==> config.mk <==
export PLATFORM = sky130hd
export DESIGN_NAME = adcc_cal_ctrl
export DESIGN_NICKNAME = d
export VERILOG_FILES = /design/src/adcc_pkg.sv /design/src/adcc_corrector.sv /design/src/adcc_cal_ctrl.sv
export SDC_FILE = /design/constraint.sdc
export NUM_CORES = 2
export LEC_CHECK = 0
export ABC_AREA = 1
export BUFFER_PORTS_ARGS = -buffer_cell sky130_fd_sc_hd__buf_2
export CELL_PAD_IN_SITES_DETAIL_PLACEMENT = 0
export CELL_PAD_IN_SITES_GLOBAL_PLACEMENT = 1
export CORE_MARGIN = 10
export CORE_UTILIZATION = 42
export CTS_CLUSTER_DIAMETER = 120
export DETAILED_ROUTE_END_ITERATION = 8
export PLACE_DENSITY_LB_ADDON = 0.15
export SETUP_SLACK_MARGIN = 0.02
export SYNTH_ARGS = -nofsm -noshare
export SYNTH_HDL_FRONTEND = slang
export SYNTH_SLANG_ARGS = --single-unit
==> constraint.sdc <==
create_clock -name clk -period 7.7 [get_ports clk]
set_input_delay 0.385 -clock clk [delete_from_list [all_inputs] [get_ports clk]]
set_output_delay 0.385 -clock clk [all_outputs]
set_load 0.02 [all_outputs]
==> src/adcc_pkg.sv <==
// Shared constants, types and helpers of the calibration coefficient block
package adcc_pkg;

    localparam int COEF_WIDTH = 24;
    localparam int GAIN_FRAC_BITS = 23;
    localparam int CONV16_FRAC_BITS = 8;

    // Register port addresses
    localparam logic [3:0] ADDR_OFFSET_COEF_HIGH = 4'h0;
    localparam logic [3:0] ADDR_OFFSET_COEF_MID = 4'h1;
    localparam logic [3:0] ADDR_OFFSET_COEF_LOW = 4'h2;
    localparam logic [3:0] ADDR_GAIN_COEF_HIGH = 4'h3;
    localparam logic [3:0] ADDR_GAIN_COEF_MID = 4'h4;
    localparam logic [3:0] ADDR_GAIN_COEF_LOW = 4'h5;
    localparam logic [3:0] ADDR_SYSTEM_MODE = 4'h6;
    localparam logic [3:0] ADDR_STATUS = 4'h7;

    // Status register bit positions
    localparam int STAT_BUSY_BIT = 0;
    localparam int STAT_COMPLETE_BIT = 1;
    localparam int STAT_IRQ_BIT = 2;
    localparam int STAT_ERROR_BIT = 3;

    // System mode field codes
    localparam logic [2:0] MODE_IDLE = 3'h0;
    localparam logic [2:0] MODE_SYS_OFFSET = 3'h4;
    localparam logic [2:0] MODE_SYS_GAIN = 3'h5;

    // Reset values, coefficient limits and gain divider constants
    localparam logic [23:0] OFFSET_RESET = 24'h000000;
    localparam logic [23:0] GAIN_RESET = 24'h800000;
    localparam logic [23:0] OFFSET_POS_FULL = 24'h7FFFFF;
    localparam logic [23:0] OFFSET_NEG_FULL = 24'h800000;
    localparam logic [23:0] GAIN_MIN = 24'h000000;
    localparam logic [23:0] GAIN_MAX = 24'hFFFFFF;
    localparam logic [23:0] GAIN_TARGET = 24'h7FFFFF;
    localparam logic [5:0] DIV_STEPS = 6'h2E;

    typedef struct packed {
        logic valid;
        logic [23:0] data;
    } adcc_sample_type;

    typedef struct packed {
        logic error;
        logic irq;
        logic complete;
        logic busy;
    } adcc_status_type;

    typedef enum logic [1:0] {
        ST_IDLE = 2'h0,
        ST_WAIT = 2'h1,
        ST_DIVIDE = 2'h3,
        ST_FINISH = 2'h2
    } adcc_state_type;

    // Clamp a wide signed value into a 24-bit two's complement code
    function automatic logic [23:0] adcc_sat(input logic signed [48:0] v);
        if (v > 49'sh7FFFFF)
            return OFFSET_POS_FULL;
        else if (v < -49'sh800000)
            return OFFSET_NEG_FULL;
        else
            return v[23:0];
    endfunction : adcc_sat

endpackage : adcc_pkg

==> src/adcc_corrector.sv <==
// Offset subtraction and gain scaling of each conversion result
`timescale 1ns/1ps
module adcc_corrector
    import adcc_pkg::*;
#(
    parameter int FRAC_BITS = GAIN_FRAC_BITS
)
(
    // Clock and reset
    input wire logic clk,
    input wire logic reset,
    // Coefficients
    input wire logic [23:0] offset_coef,
    input wire logic [23:0] gain_coef,
    // Samples
    input wire adcc_sample_type sample_in,
    output adcc_sample_type sample_out
);

    adcc_sample_type stage;
    logic signed [48:0] diff_wide;
    logic signed [48:0] prod_wide;

    always_comb
    begin
        diff_wide = 49'(signed'(sample_in.data)) - 49'(signed'(offset_coef));
    end

    always_comb
    begin
        prod_wide = 49'(signed'(stage.data) * signed'({1'b0, gain_coef})) >>> FRAC_BITS;
    end

    always_ff @(posedge clk)
    begin
        if (reset)
        begin
            stage <= '0;
            sample_out <= '0;
        end
        else
        begin
            stage.valid <= sample_in.valid;
            stage.data <= adcc_sat(diff_wide);
            sample_out.valid <= stage.valid;
            sample_out.data <= adcc_sat(prod_wide);
        end
    end

    property p_result_latency;
        @(posedge clk) disable iff (reset)
        sample_in.valid |-> ##2 sample_out.valid;
    endproperty
    a_result_latency: assert property (p_result_latency)
        else $error("corrected result did not follow its sample after two cycles");

    property p_unity_passthrough;
        @(posedge clk) disable iff (reset)
        (sample_in.valid && offset_coef == OFFSET_RESET && gain_coef == GAIN_RESET) ##1
            (offset_coef == OFFSET_RESET && gain_coef == GAIN_RESET)
            |=> sample_out.data == $past(sample_in.data, 2);
    endproperty
    a_unity_passthrough: assert property (p_unity_passthrough)
        else $error("zero offset and unity gain altered the sample");

endmodule : adcc_corrector

==> src/adcc_cal_ctrl.sv <==
// System calibration control and coefficient registers of the converter
`timescale 1ns/1ps
//
// Contract
// - Only system offset and system gain calibration, both measuring the external inputs.
// - Offset and gain coefficients are separate 24-bit values.
// - Software can read and write every coefficient byte.
// - Offset is 24-bit two's complement in high, middle, low bytes.
// - Offset calibration ending at either full-scale code flags an error; the 16-bit variant flags only the negative one (0x7FFF aligns to 7FFF00).
// - Offset bit weights: 24-bit variant LSB units, 16-bit variant eight fraction bits.
// - Gain is unsigned 24-bit fixed point in high, middle, low bytes.
// - Gain bit 23 weighs one, each lower bit half of the one above.
// - Gain ranges from zero to two minus two to the minus 23rd.
// - Gain calibration ending at zero or maximum flags an error.
// - Each result has offset subtracted, then is multiplied by gain.
// - Busy while calibrating; at end mode idles, complete and interrupt set, coefficients written.
// - Clearing the interrupt flag also clears the complete flag.
module adcc_cal_ctrl
    import adcc_pkg::*;
#(
    parameter bit VARIANT_16BIT = 1'b0
)
(
    // Clock and reset
    input wire logic clk,
    input wire logic reset,
    // Register port
    input wire logic [3:0] reg_addr,
    input wire logic reg_write,
    input wire logic [7:0] reg_wdata,
    output logic [7:0] reg_rdata,
    // Raw conversions from the filter
    input wire adcc_sample_type raw_sample,
    // Corrected conversions
    output adcc_sample_type result,
    // Status
    output adcc_status_type status
);

    adcc_state_type state;
    logic [2:0] system_mode_field;
    logic [23:0] offset_coef;
    logic [23:0] gain_coef;
    logic [23:0] cal_value;
    logic cal_fail;
    logic [47:0] div_rem;
    logic [46:0] div_quot;
    logic [24:0] div_den;
    logic [5:0] div_count;
    logic [47:0] next_rem_trial;
    logic signed [24:0] gain_delta;
    logic [23:0] aligned_data;
    adcc_sample_type aligned_sample;
    logic start_cal;
    logic finish;
    logic wr_status;

    localparam logic [46:0] DIV_NUM = {GAIN_TARGET, 23'h000000};

    // 16-bit codes carry eight fraction bits below
    always_comb
    begin
        aligned_data = VARIANT_16BIT ? {raw_sample.data[15:0], 8'h00} : raw_sample.data;
        aligned_sample.valid = raw_sample.valid;
        aligned_sample.data = aligned_data;
        gain_delta = 25'(signed'(aligned_data)) - 25'(signed'(offset_coef));
        next_rem_trial = {div_rem[46:0], DIV_NUM[div_count]};
    end

    // only the two system calibrations start
    assign start_cal = reg_write && reg_addr == ADDR_SYSTEM_MODE && state == ST_IDLE
        && (reg_wdata[2:0] == MODE_SYS_OFFSET || reg_wdata[2:0] == MODE_SYS_GAIN);
    assign finish = state == ST_FINISH;
    assign wr_status = reg_write && reg_addr == ADDR_STATUS;

    // Calibration sequencer
    always_ff @(posedge clk)
    begin
        if (reset)
            state <= ST_IDLE;
        else
        begin
            unique case (state)
                ST_IDLE:
                    if (start_cal)
                        state <= ST_WAIT;
                ST_WAIT:
                    if (raw_sample.valid)
                        state <= (system_mode_field == MODE_SYS_GAIN && gain_delta > 25'sh0) ? ST_DIVIDE : ST_FINISH;
                ST_DIVIDE:
                    if (div_count == 6'h00)
                        state <= ST_FINISH;
                ST_FINISH:
                    state <= ST_IDLE;
            endcase
        end
    end

    // Gain measurement divider, one quotient bit per cycle
    always_ff @(posedge clk)
    begin
        if (reset)
        begin
            div_rem <= '0;
            div_quot <= '0;
            div_den <= '0;
            div_count <= '0;
        end
        else if (state == ST_WAIT)
        begin
            div_rem <= '0;
            div_quot <= '0;
            div_den <= gain_delta;
            div_count <= DIV_STEPS;
        end
        else if (state == ST_DIVIDE)
        begin
            div_count <= div_count - 6'h01;
            if (next_rem_trial >= {23'h000000, div_den})
            begin
                div_rem <= next_rem_trial - {23'h000000, div_den};
                div_quot <= {div_quot[45:0], 1'b1};
            end
            else
            begin
                div_rem <= next_rem_trial;
                div_quot <= {div_quot[45:0], 1'b0};
            end
        end
    end

    // Calibration outcome
    always_ff @(posedge clk)
    begin
        if (reset)
        begin
            cal_value <= '0;
            cal_fail <= 1'b0;
        end
        else if (state == ST_WAIT && raw_sample.valid)
        begin
            if (system_mode_field == MODE_SYS_OFFSET)
            begin
                cal_value <= aligned_data;
                cal_fail <= aligned_data == OFFSET_POS_FULL || aligned_data == OFFSET_NEG_FULL;
            end
            else
            begin
                // Non-positive span cannot give a slope
                cal_value <= GAIN_MAX;
                cal_fail <= 1'b1;
            end
        end
        else if (state == ST_DIVIDE && div_count == 6'h00)
        begin
            if ({div_quot[45:0], next_rem_trial >= {23'h000000, div_den}} >= {23'h000000, GAIN_MAX})
            begin
                cal_value <= GAIN_MAX;
                cal_fail <= 1'b1;
            end
            else
            begin
                cal_value <= {div_quot[22:0], next_rem_trial >= {23'h000000, div_den}};
                cal_fail <= {div_quot[22:0], next_rem_trial >= {23'h000000, div_den}} == GAIN_MIN;
            end
        end
    end

    // Mode field returns to idle when done
    always_ff @(posedge clk)
    begin
        if (reset)
            system_mode_field <= MODE_IDLE;
        else if (start_cal)
            system_mode_field <= reg_wdata[2:0];
        else if (finish)
            system_mode_field <= MODE_IDLE;
    end

    // coefficient bytes; calibration wins a same-cycle write
    always_ff @(posedge clk)
    begin
        if (reset)
        begin
            offset_coef <= OFFSET_RESET;
            gain_coef <= GAIN_RESET;
        end
        else if (finish)
        begin
            if (system_mode_field == MODE_SYS_OFFSET)
                offset_coef <= cal_value;
            else
                gain_coef <= cal_value;
        end
        else if (reg_write)
        begin
            unique case (reg_addr)
                ADDR_OFFSET_COEF_HIGH: offset_coef[23:16] <= reg_wdata;
                ADDR_OFFSET_COEF_MID: offset_coef[15:8] <= reg_wdata;
                ADDR_OFFSET_COEF_LOW: offset_coef[7:0] <= reg_wdata;
                ADDR_GAIN_COEF_HIGH: gain_coef[23:16] <= reg_wdata;
                ADDR_GAIN_COEF_MID: gain_coef[15:8] <= reg_wdata;
                ADDR_GAIN_COEF_LOW: gain_coef[7:0] <= reg_wdata;
                default: ;
            endcase
        end
    end

    // Status flags; a completing calibration beats a clearing write
    always_ff @(posedge clk)
    begin
        if (reset)
            status <= '0;
        else
        begin
            status.busy <= start_cal || (status.busy && !finish);
            if (finish)
            begin
                status.complete <= 1'b1;
                status.irq <= 1'b1;
            end
            else if (wr_status && !reg_wdata[STAT_IRQ_BIT])
            begin
                status.complete <= 1'b0;
                status.irq <= 1'b0;
            end
            if (finish && cal_fail)
                status.error <= 1'b1;
            else if (wr_status && !reg_wdata[STAT_ERROR_BIT])
                status.error <= 1'b0;
        end
    end

    // Registered read data, one cycle after the address
    always_ff @(posedge clk)
    begin
        if (reset)
            reg_rdata <= '0;
        else
        begin
            unique case (reg_addr)
                ADDR_OFFSET_COEF_HIGH: reg_rdata <= offset_coef[23:16];
                ADDR_OFFSET_COEF_MID: reg_rdata <= offset_coef[15:8];
                ADDR_OFFSET_COEF_LOW: reg_rdata <= offset_coef[7:0];
                ADDR_GAIN_COEF_HIGH: reg_rdata <= gain_coef[23:16];
                ADDR_GAIN_COEF_MID: reg_rdata <= gain_coef[15:8];
                ADDR_GAIN_COEF_LOW: reg_rdata <= gain_coef[7:0];
                ADDR_SYSTEM_MODE: reg_rdata <= {5'h00, system_mode_field};
                ADDR_STATUS: reg_rdata <= {4'h0, status};
                default: reg_rdata <= 8'h00;
            endcase
        end
    end

    adcc_corrector #(
        .FRAC_BITS(GAIN_FRAC_BITS)
    ) u_corrector (
        .clk(clk),
        .reset(reset),
        .offset_coef(offset_coef),
        .gain_coef(gain_coef),
        .sample_in(aligned_sample),
        .sample_out(result)
    );

    property p_bad_mode_ignored;
        @(posedge clk) disable iff (reset)
        (state == ST_IDLE && reg_write && reg_addr == ADDR_SYSTEM_MODE
            && reg_wdata[2:0] != MODE_SYS_OFFSET && reg_wdata[2:0] != MODE_SYS_GAIN)
            |=> state == ST_IDLE && !status.busy;
    endproperty
    a_bad_mode_ignored: assert property (p_bad_mode_ignored)
        else $error("a non-calibration mode code started a calibration");

    property p_offset_byte_write;
        @(posedge clk) disable iff (reset)
        (reg_write && reg_addr == ADDR_OFFSET_COEF_HIGH && !finish)
            |=> offset_coef[23:16] == $past(reg_wdata);
    endproperty
    a_offset_byte_write: assert property (p_offset_byte_write)
        else $error("offset high byte write not stored");

    property p_gain_byte_read;
        @(posedge clk) disable iff (reset)
        (reg_addr == ADDR_GAIN_COEF_MID) |=> reg_rdata == $past(gain_coef[15:8]);
    endproperty
    a_gain_byte_read: assert property (p_gain_byte_read)
        else $error("gain middle byte read returned wrong value");

    property p_offset_rail_error;
        @(posedge clk) disable iff (reset)
        (state == ST_WAIT && raw_sample.valid && system_mode_field == MODE_SYS_OFFSET
            && (aligned_data == OFFSET_POS_FULL || aligned_data == OFFSET_NEG_FULL))
            |-> ##2 status.error && offset_coef == $past(aligned_data, 2);
    endproperty
    a_offset_rail_error: assert property (p_offset_rail_error)
        else $error("offset calibration at full scale did not flag an error");

    property p_gain_rail_error;
        @(posedge clk) disable iff (reset)
        (finish && system_mode_field == MODE_SYS_GAIN && (cal_value == GAIN_MIN || cal_value == GAIN_MAX))
            |=> status.error;
    endproperty
    a_gain_rail_error: assert property (p_gain_rail_error)
        else $error("gain calibration at a rail did not flag an error");

    property p_completion;
        @(posedge clk) disable iff (reset)
        finish |=> !status.busy && status.complete && status.irq
            && system_mode_field == MODE_IDLE && state == ST_IDLE;
    endproperty
    a_completion: assert property (p_completion)
        else $error("calibration completion flags wrong");

    property p_busy_span;
        @(posedge clk) disable iff (reset)
        start_cal |=> status.busy throughout (state != ST_IDLE) [*2];
    endproperty
    a_busy_span: assert property (p_busy_span)
        else $error("busy flag dropped during calibration");

    property p_clear_complete;
        @(posedge clk) disable iff (reset)
        (wr_status && !reg_wdata[STAT_IRQ_BIT] && !finish) |=> !status.complete && !status.irq;
    endproperty
    a_clear_complete: assert property (p_clear_complete)
        else $error("clearing the interrupt left complete set");

    // Measured from the first divide step; the wait for a conversion has no bound of its own
    property p_divide_bounded;
        @(posedge clk) disable iff (reset)
        (state == ST_DIVIDE && div_count == DIV_STEPS) |-> ##[1:60] state == ST_IDLE;
    endproperty
    a_divide_bounded: assert property (p_divide_bounded)
        else $error("calibration did not finish in time");

endmodule : adcc_cal_ctrl

# Word-level counts from Yosys, hierarchy flattened
# Memory sizes are Yosys's and may differ from the RTL's.
# Cells that the tools add are included.
# totals
ff_bits,264
rom_bits,64
output_inout_bits,37
word_cells,145
n_memories,1
# mem_list
name,depth,width,rd,rd_clocked_by_memory_dff,wr,line,rtl
(name not given),64,1,1,0,0,adcc_cal_ctrl.sv:67,"next_rem_trial = {div_rem[46:0], DIV_NUM[div_count]};"
# classes
n_addsub,4
multipliers,1
order_cmp,8
n_eq_ne,21
muxes,41
reduce_logical,43
# ops
op,count
$mux 24,12
$pmux 8 s8,1
$sub 24x24->25,2
$gt 49x24->1 const B,1
$lt 49x24->1 const B,1
$mul 24x25->49,1
$ge 48x25->1,1
$mux 8,6
$ge 47x24->1 const B,1
$mux 47,1
$sub 47x25->47,1
$mux 23,2
$gt 26x24->1 const B,1
$lt 26x24->1 const B,1
$gt 25x1->1 const B,1
$eq 24x23->1 const B,1
$eq 24x24->1 const B,1
$logic_not 24->1,1
$reduce_bool 2->1,12
$reduce_and 3->1,7
$eq 4x3->1 const B,4
$eq 3x3->1 const B,4
$mux 6,2
$logic_and 1x1->1,11
other kinds (18),42

# Longest topological paths before layout
# logic_depth
depth_word,7
ltp_mapped,33
mapped_depth_nobuf,31

# Hierarchy
# Synthesis repeated with hierarchy kept, for this count alone.
# unflattened
cells_unflattened,5249
area_unflattened_um2,36580.1
# modules_own_cells
module,n_inst,cells_per_inst,area_per_inst_um2,seq_area_each_um2
adcc_corrector,1,3174,23415.0,1001.0
adcc_cal_ctrl,1,2075,13165.1,4264.1

# Least setup slack after synthesis
# Ideal clock, no wire load.
# synth_timing
kind,reg2reg
from,register gain_coef[6]
to,register u_corrector.sample_out[14] (netlist bit)
arrival_time_ps,6474
required_ps,7630
path_slack_ps,1155
path_stages_with_launch,30
n_path_buf,3
synth_period_minus_slack_ps,6545
path_cell_list,dfxtp_1 > clkbuf_1 > clkbuf_1 > nor2_1 > fa_1 > inv_1 > fa_1 > inv_1 > fa_1 > fa_1 > fa_1 > fa_1 > inv_1 > fa_1 > inv_1 > ha_1 > nand2_1 > nor2_2 > inv_2 > nor2_1 > nand3_1 > nor4_1 > nand2_1 > nand3_2 > xor2_2 > nand2_1 > nand2_2 > buf_6 > nand2_1 > a21oi_1
# synth_between
elab_chain_cells,4
word_cells_on_any_way,5
# synth_lines
element,line,rtl
start: declaration,adcc_cal_ctrl.sv:43,logic [23:0] gain_coef;
start signal: assignment,adcc_cal_ctrl.sv:193,gain_coef <= cal_value;
start signal: assignment,adcc_cal_ctrl.sv:203,ADDR_GAIN_COEF_LOW: gain_coef[7:0] <= reg_wdata;
$mul 24x25->49 (*),adcc_corrector.sv:31,"prod_wide = 49'(signed'(stage.data) * signed'({1'b0, gain_coef})) >>> FRAC_BITS;"
$lt 26x24->1,adcc_pkg.sv:62,else if (v < -49'sh800000)
$mux 24,adcc_pkg.sv:62,
$mux 23 (*),adcc_pkg.sv:60,if (v > 49'sh7FFFFF)
end: declaration,adcc_corrector.sv:17,output adcc_sample_type sample_out
# Mark *: on every way between the ends. The rest lies on a longest branch, timed or not.
# A chain may end at the register's enable or synchronous reset.

# Worst setup path after layout
# layout_timing
from,register gain_coef[3]
to,register u_corrector.sample_out[9] (netlist bit)
# Same word-level chain as after synthesis.

==> flow_metrics.env <==
export IMPL_grt_pass1_vias=29700
export IMPL_syn_num_nets=5403
export IMPL_syn_avg_cell_area_um2=7.34
export IMPL_critPathMaxFanout=7
export IMPL_overflow=0
export IMPL_antenna_found_initial=5
export IMPL_slew_headroom_pct=20.8
export IMPL_report_power_total_mw=4.77
export IMPL_die_h_um=304
export IMPL_worst_pin_slew_ns=1.19
export IMPL_grt_max_degree=70
export IMPL_clkTransAtPathRegs_ns=0.07
export IMPL_die_area_um2=92700
export IMPL_post_dp_hpwl_um=90400
export IMPL_slowest_delay_ns=0.85
export IMPL_slew_viol_final=0
export IMPL_gp_congestion=0.933
export IMPL_path_cells="buf_4, nand2_1, inv_1, fa_1, inv_1, fa_1, inv_1, fa_1, fa_1, fa_1, fa_1, inv_1, fa_1, inv_1, ha_1, a21oi_1, inv_1, nor3_1, o21a_1, nand2_1, a21oi_1, xnor2_1, nand2_1, a21oi_1"
export IMPL_finalSetupViolCount=0
export IMPL_outcome="finished clean"
export IMPL_cts_inserted_buffers=29
export IMPL_pre_cts_slack_ns=0.234
export IMPL_fin_tns_setup_ns=0
export IMPL_fin_nets=5418
export IMPL_wl_um=111000
export IMPL_setup_ws_ns=0.432
export IMPL_timing_rr_start="gain_coef[3]$_SDFFE_PP0P_"
export IMPL_async_flop_share_pct=0
export IMPL_drt_iter0_drc=1837
export IMPL_drive_above_1_share_pct=6.73
export IMPL_hp_start="reg_wdata[0]"
export IMPL_clockBufferDepth=3
export IMPL_tritoncts="done"
export IMPL_min_to="system_mode_field[0]$_SDFFE_PP0P_"
export IMPL_min_period_ns=7.27
export IMPL_r2r_cells=24
export IMPL_drc_errors=0
export IMPL_synth_area_um2=34000
export IMPL_initial_core_util_pct=42.3
export IMPL_skew_ns=0.0164
export IMPL_die_w_um=304
export IMPL_critPathKind="reg2reg"
export IMPL_max_clock_freq_ghz=0.138
export IMPL_layout_commonest_cell="inv_1"
export IMPL_htreeDepth=1
export IMPL_placementRows=104
export IMPL_routedWlPerCell_um=19.3
export IMPL_start_kind="register"
export IMPL_synth_cells=4630
export IMPL_drv_cap=0
export IMPL_final_area_um2=36800
export IMPL_cp_arrival_ns=7.78
export IMPL_cts_root_buf="clkbuf_16"
export IMPL_cts_sinks=263
export IMPL_leakagePower_nw=20.1
export IMPL_vdd_drop_max_mv=0.201
export IMPL_io_buffers=76
export IMPL_worst_path_max_delay_cell="dfxtp_1"
export IMPL_final_cell_mix="inv_1, nand2_1, fa_1"
export IMPL_hold_violations=0
export IMPL_synth_area_leaders="fa_1, dfxtp_1, inv_1"
export IMPL_ys_seq_elements=263
export IMPL_synthToLayoutAreaGrowth_pct=8.28
export IMPL_ys_seq_area_share_pct=15.5
export IMPL_hold_slack_ns=0.0785
export IMPL_grt_pass1_wl_um=174000
export IMPL_layout_cells_non_filler=5729
export IMPL_cp_common_cell="fa_1"
export IMPL_regToRegEndpoint="u_corrector.sample_out[9]$_SDFF_PP0_"
export IMPL_core_um2=80300
export IMPL_routed_via_density=5.08
export IMPL_grt_setup_unrepaired="no"
export IMPL_placed_cell_area_um2=35800
export IMPL_first_pass_iters=7
export IMPL_grtUsageTotal_pct=23.6
export IMPL_synth_top_area_share_pct=28.5
export IMPL_synth_edff_count=0
export IMPL_via_count=29100
export IMPL_synth_cell_types=55
export IMPL_ys_warn_count=0
export IMPL_holdPathStages=3
export IMPL_dp_cells=5674
export IMPL_p_per_area_nw_per_um2=130
export IMPL_min_path_type="in2reg"
export IMPL_required_ns=8.21
export IMPL_finalCritPeriodShare_pct=94.4
export IMPL_pin_count=77
export IMPL_ant_nets=0
export IMPL_endpoint_kind="register"
export IMPL_yosysTopAreaCell="fa_1"
export IMPL_final_core_util_pct=45.8
export IMPL_insertion_delay_ns=0.58
export IMPL_synth_flop_cell="dfxtp_1"
export IMPL_reg2reg_setup_slack_ns=0.43
[metal layers]
| layer | vias up | wire, um | GRT usage (%) |
|---|---|---|---|
| met5 | - | 0 | 0 |
| met4 | 0 | 2820 | 5.72 |
| met3 | 125 | 5680 | 2.94 |
| met2 | 665 | 52800 | 39.8 |
| met1 | 14200 | 49500 | 31.8 |
| li1 | 14100 | - | - |
[worst max-delay path, delay by kind of cell, from the launching register on]
kind                       cells  cell delay (ns)
xor gates and xnor gates       1             0.24
adders and majority gates      8             3.82
DFF                            1             0.85
and+or+nand+nor                4             0.63
AOI/OAI and AO/OA              4             0.93
buffers and inverters          7             0.69
[repair_timing]
| action | CTS | global route |
|---|---|---|
| gates resized for setup | 0 | 12 |
| setup endpoints to repair | 0 | 23 |
| setup buffers | 0 | 0 |
| hold buffers | 0 | 0 |
[power breakdown]
part / switching (mW) / internal [mW] / leakage, nW
registers: 0.115 / 1.43 / 2.14
clock network: 0.630 / 0.769 / 0.443
logic: 1.22 / 0.604 / 17.5
total: 1.97 / 2.80 / 20.1
[area by class of cell]
| type | instances | area (um2) |
|---|---|---|
| well taps | 1060 | 1330 |
| diodes | 1 | 2.50 |
| clock inverters | 21 | 194 |
| fillers | 8379 | 43500 |
| clock buffers | 33 | 741 |
| multi-input cells | 3038 | 23700 |
| repair buffers | 176 | 1290 |
| inverters | 1137 | 4270 |
| flip-flops and latches | 263 | 5280 |
[kinds of logic after synthesis]
| group | share of synthesized area, % |
|---|---|
| AO/OA/AOI/OAI | 12.0 |
| AND/OR/NAND/NOR | 18.2 |
| adder cells (fa/ha/maj) | 37.7 |
| buffers and inverters | 14.9 |
| XOR/XNOR | 1.78 |
| flip-flops | 15.5 |
[sequential cells by signal, indices dropped and copies added, names as in the netlist, 3 cells and up]
name	cells
cal_value	24
div_rem	47
status	3
gain_coef	24
div_quot	46
div_den	25
reg_rdata	8
u_corrector.sample_out	25
div_count	6
u_corrector.stage	25
system_mode_field	3
offset_coef	24
[cell usage after synthesis (all sizes together), types with 44 or more instances]
cell type  instances
nand4             50
fa               483
xor2              44
nand2           1033
nor2             255
a21oi            330
ha               250
clkbuf           169
dfxtp            263
o21ai            233
inv             1134
nand3             96
o22ai             46
[how the worst max path moves through the flow]
stage | startpoint | endpoint | slack, ns
floorplan | gain_coef[6]$_SDFFE_PP0P_ | u_corrector.sample_out[14]$_SDFF_PP0_ | 1.16
global placement | u_corrector.stage[11]$_SDFF_PP0_ | u_corrector.sample_out[9]$_SDFF_PP0_ | 0.33
detailed placement | gain_coef[9]$_SDFFE_PP0P_ | u_corrector.sample_out[9]$_SDFF_PP0_ | 0.23
CTS | gain_coef[9]$_SDFFE_PP0P_ | u_corrector.sample_out[9]$_SDFF_PP0_ | 0.18
global route | u_corrector.stage[23]$_SDFF_PP0_ | u_corrector.sample_out[2]$_SDFF_PP0_ | 0.04
finish | gain_coef[3]$_SDFFE_PP0P_ | u_corrector.sample_out[9]$_SDFF_PP0_ | 0.43
Note: power is estimated with default switching activity, not from simulation.
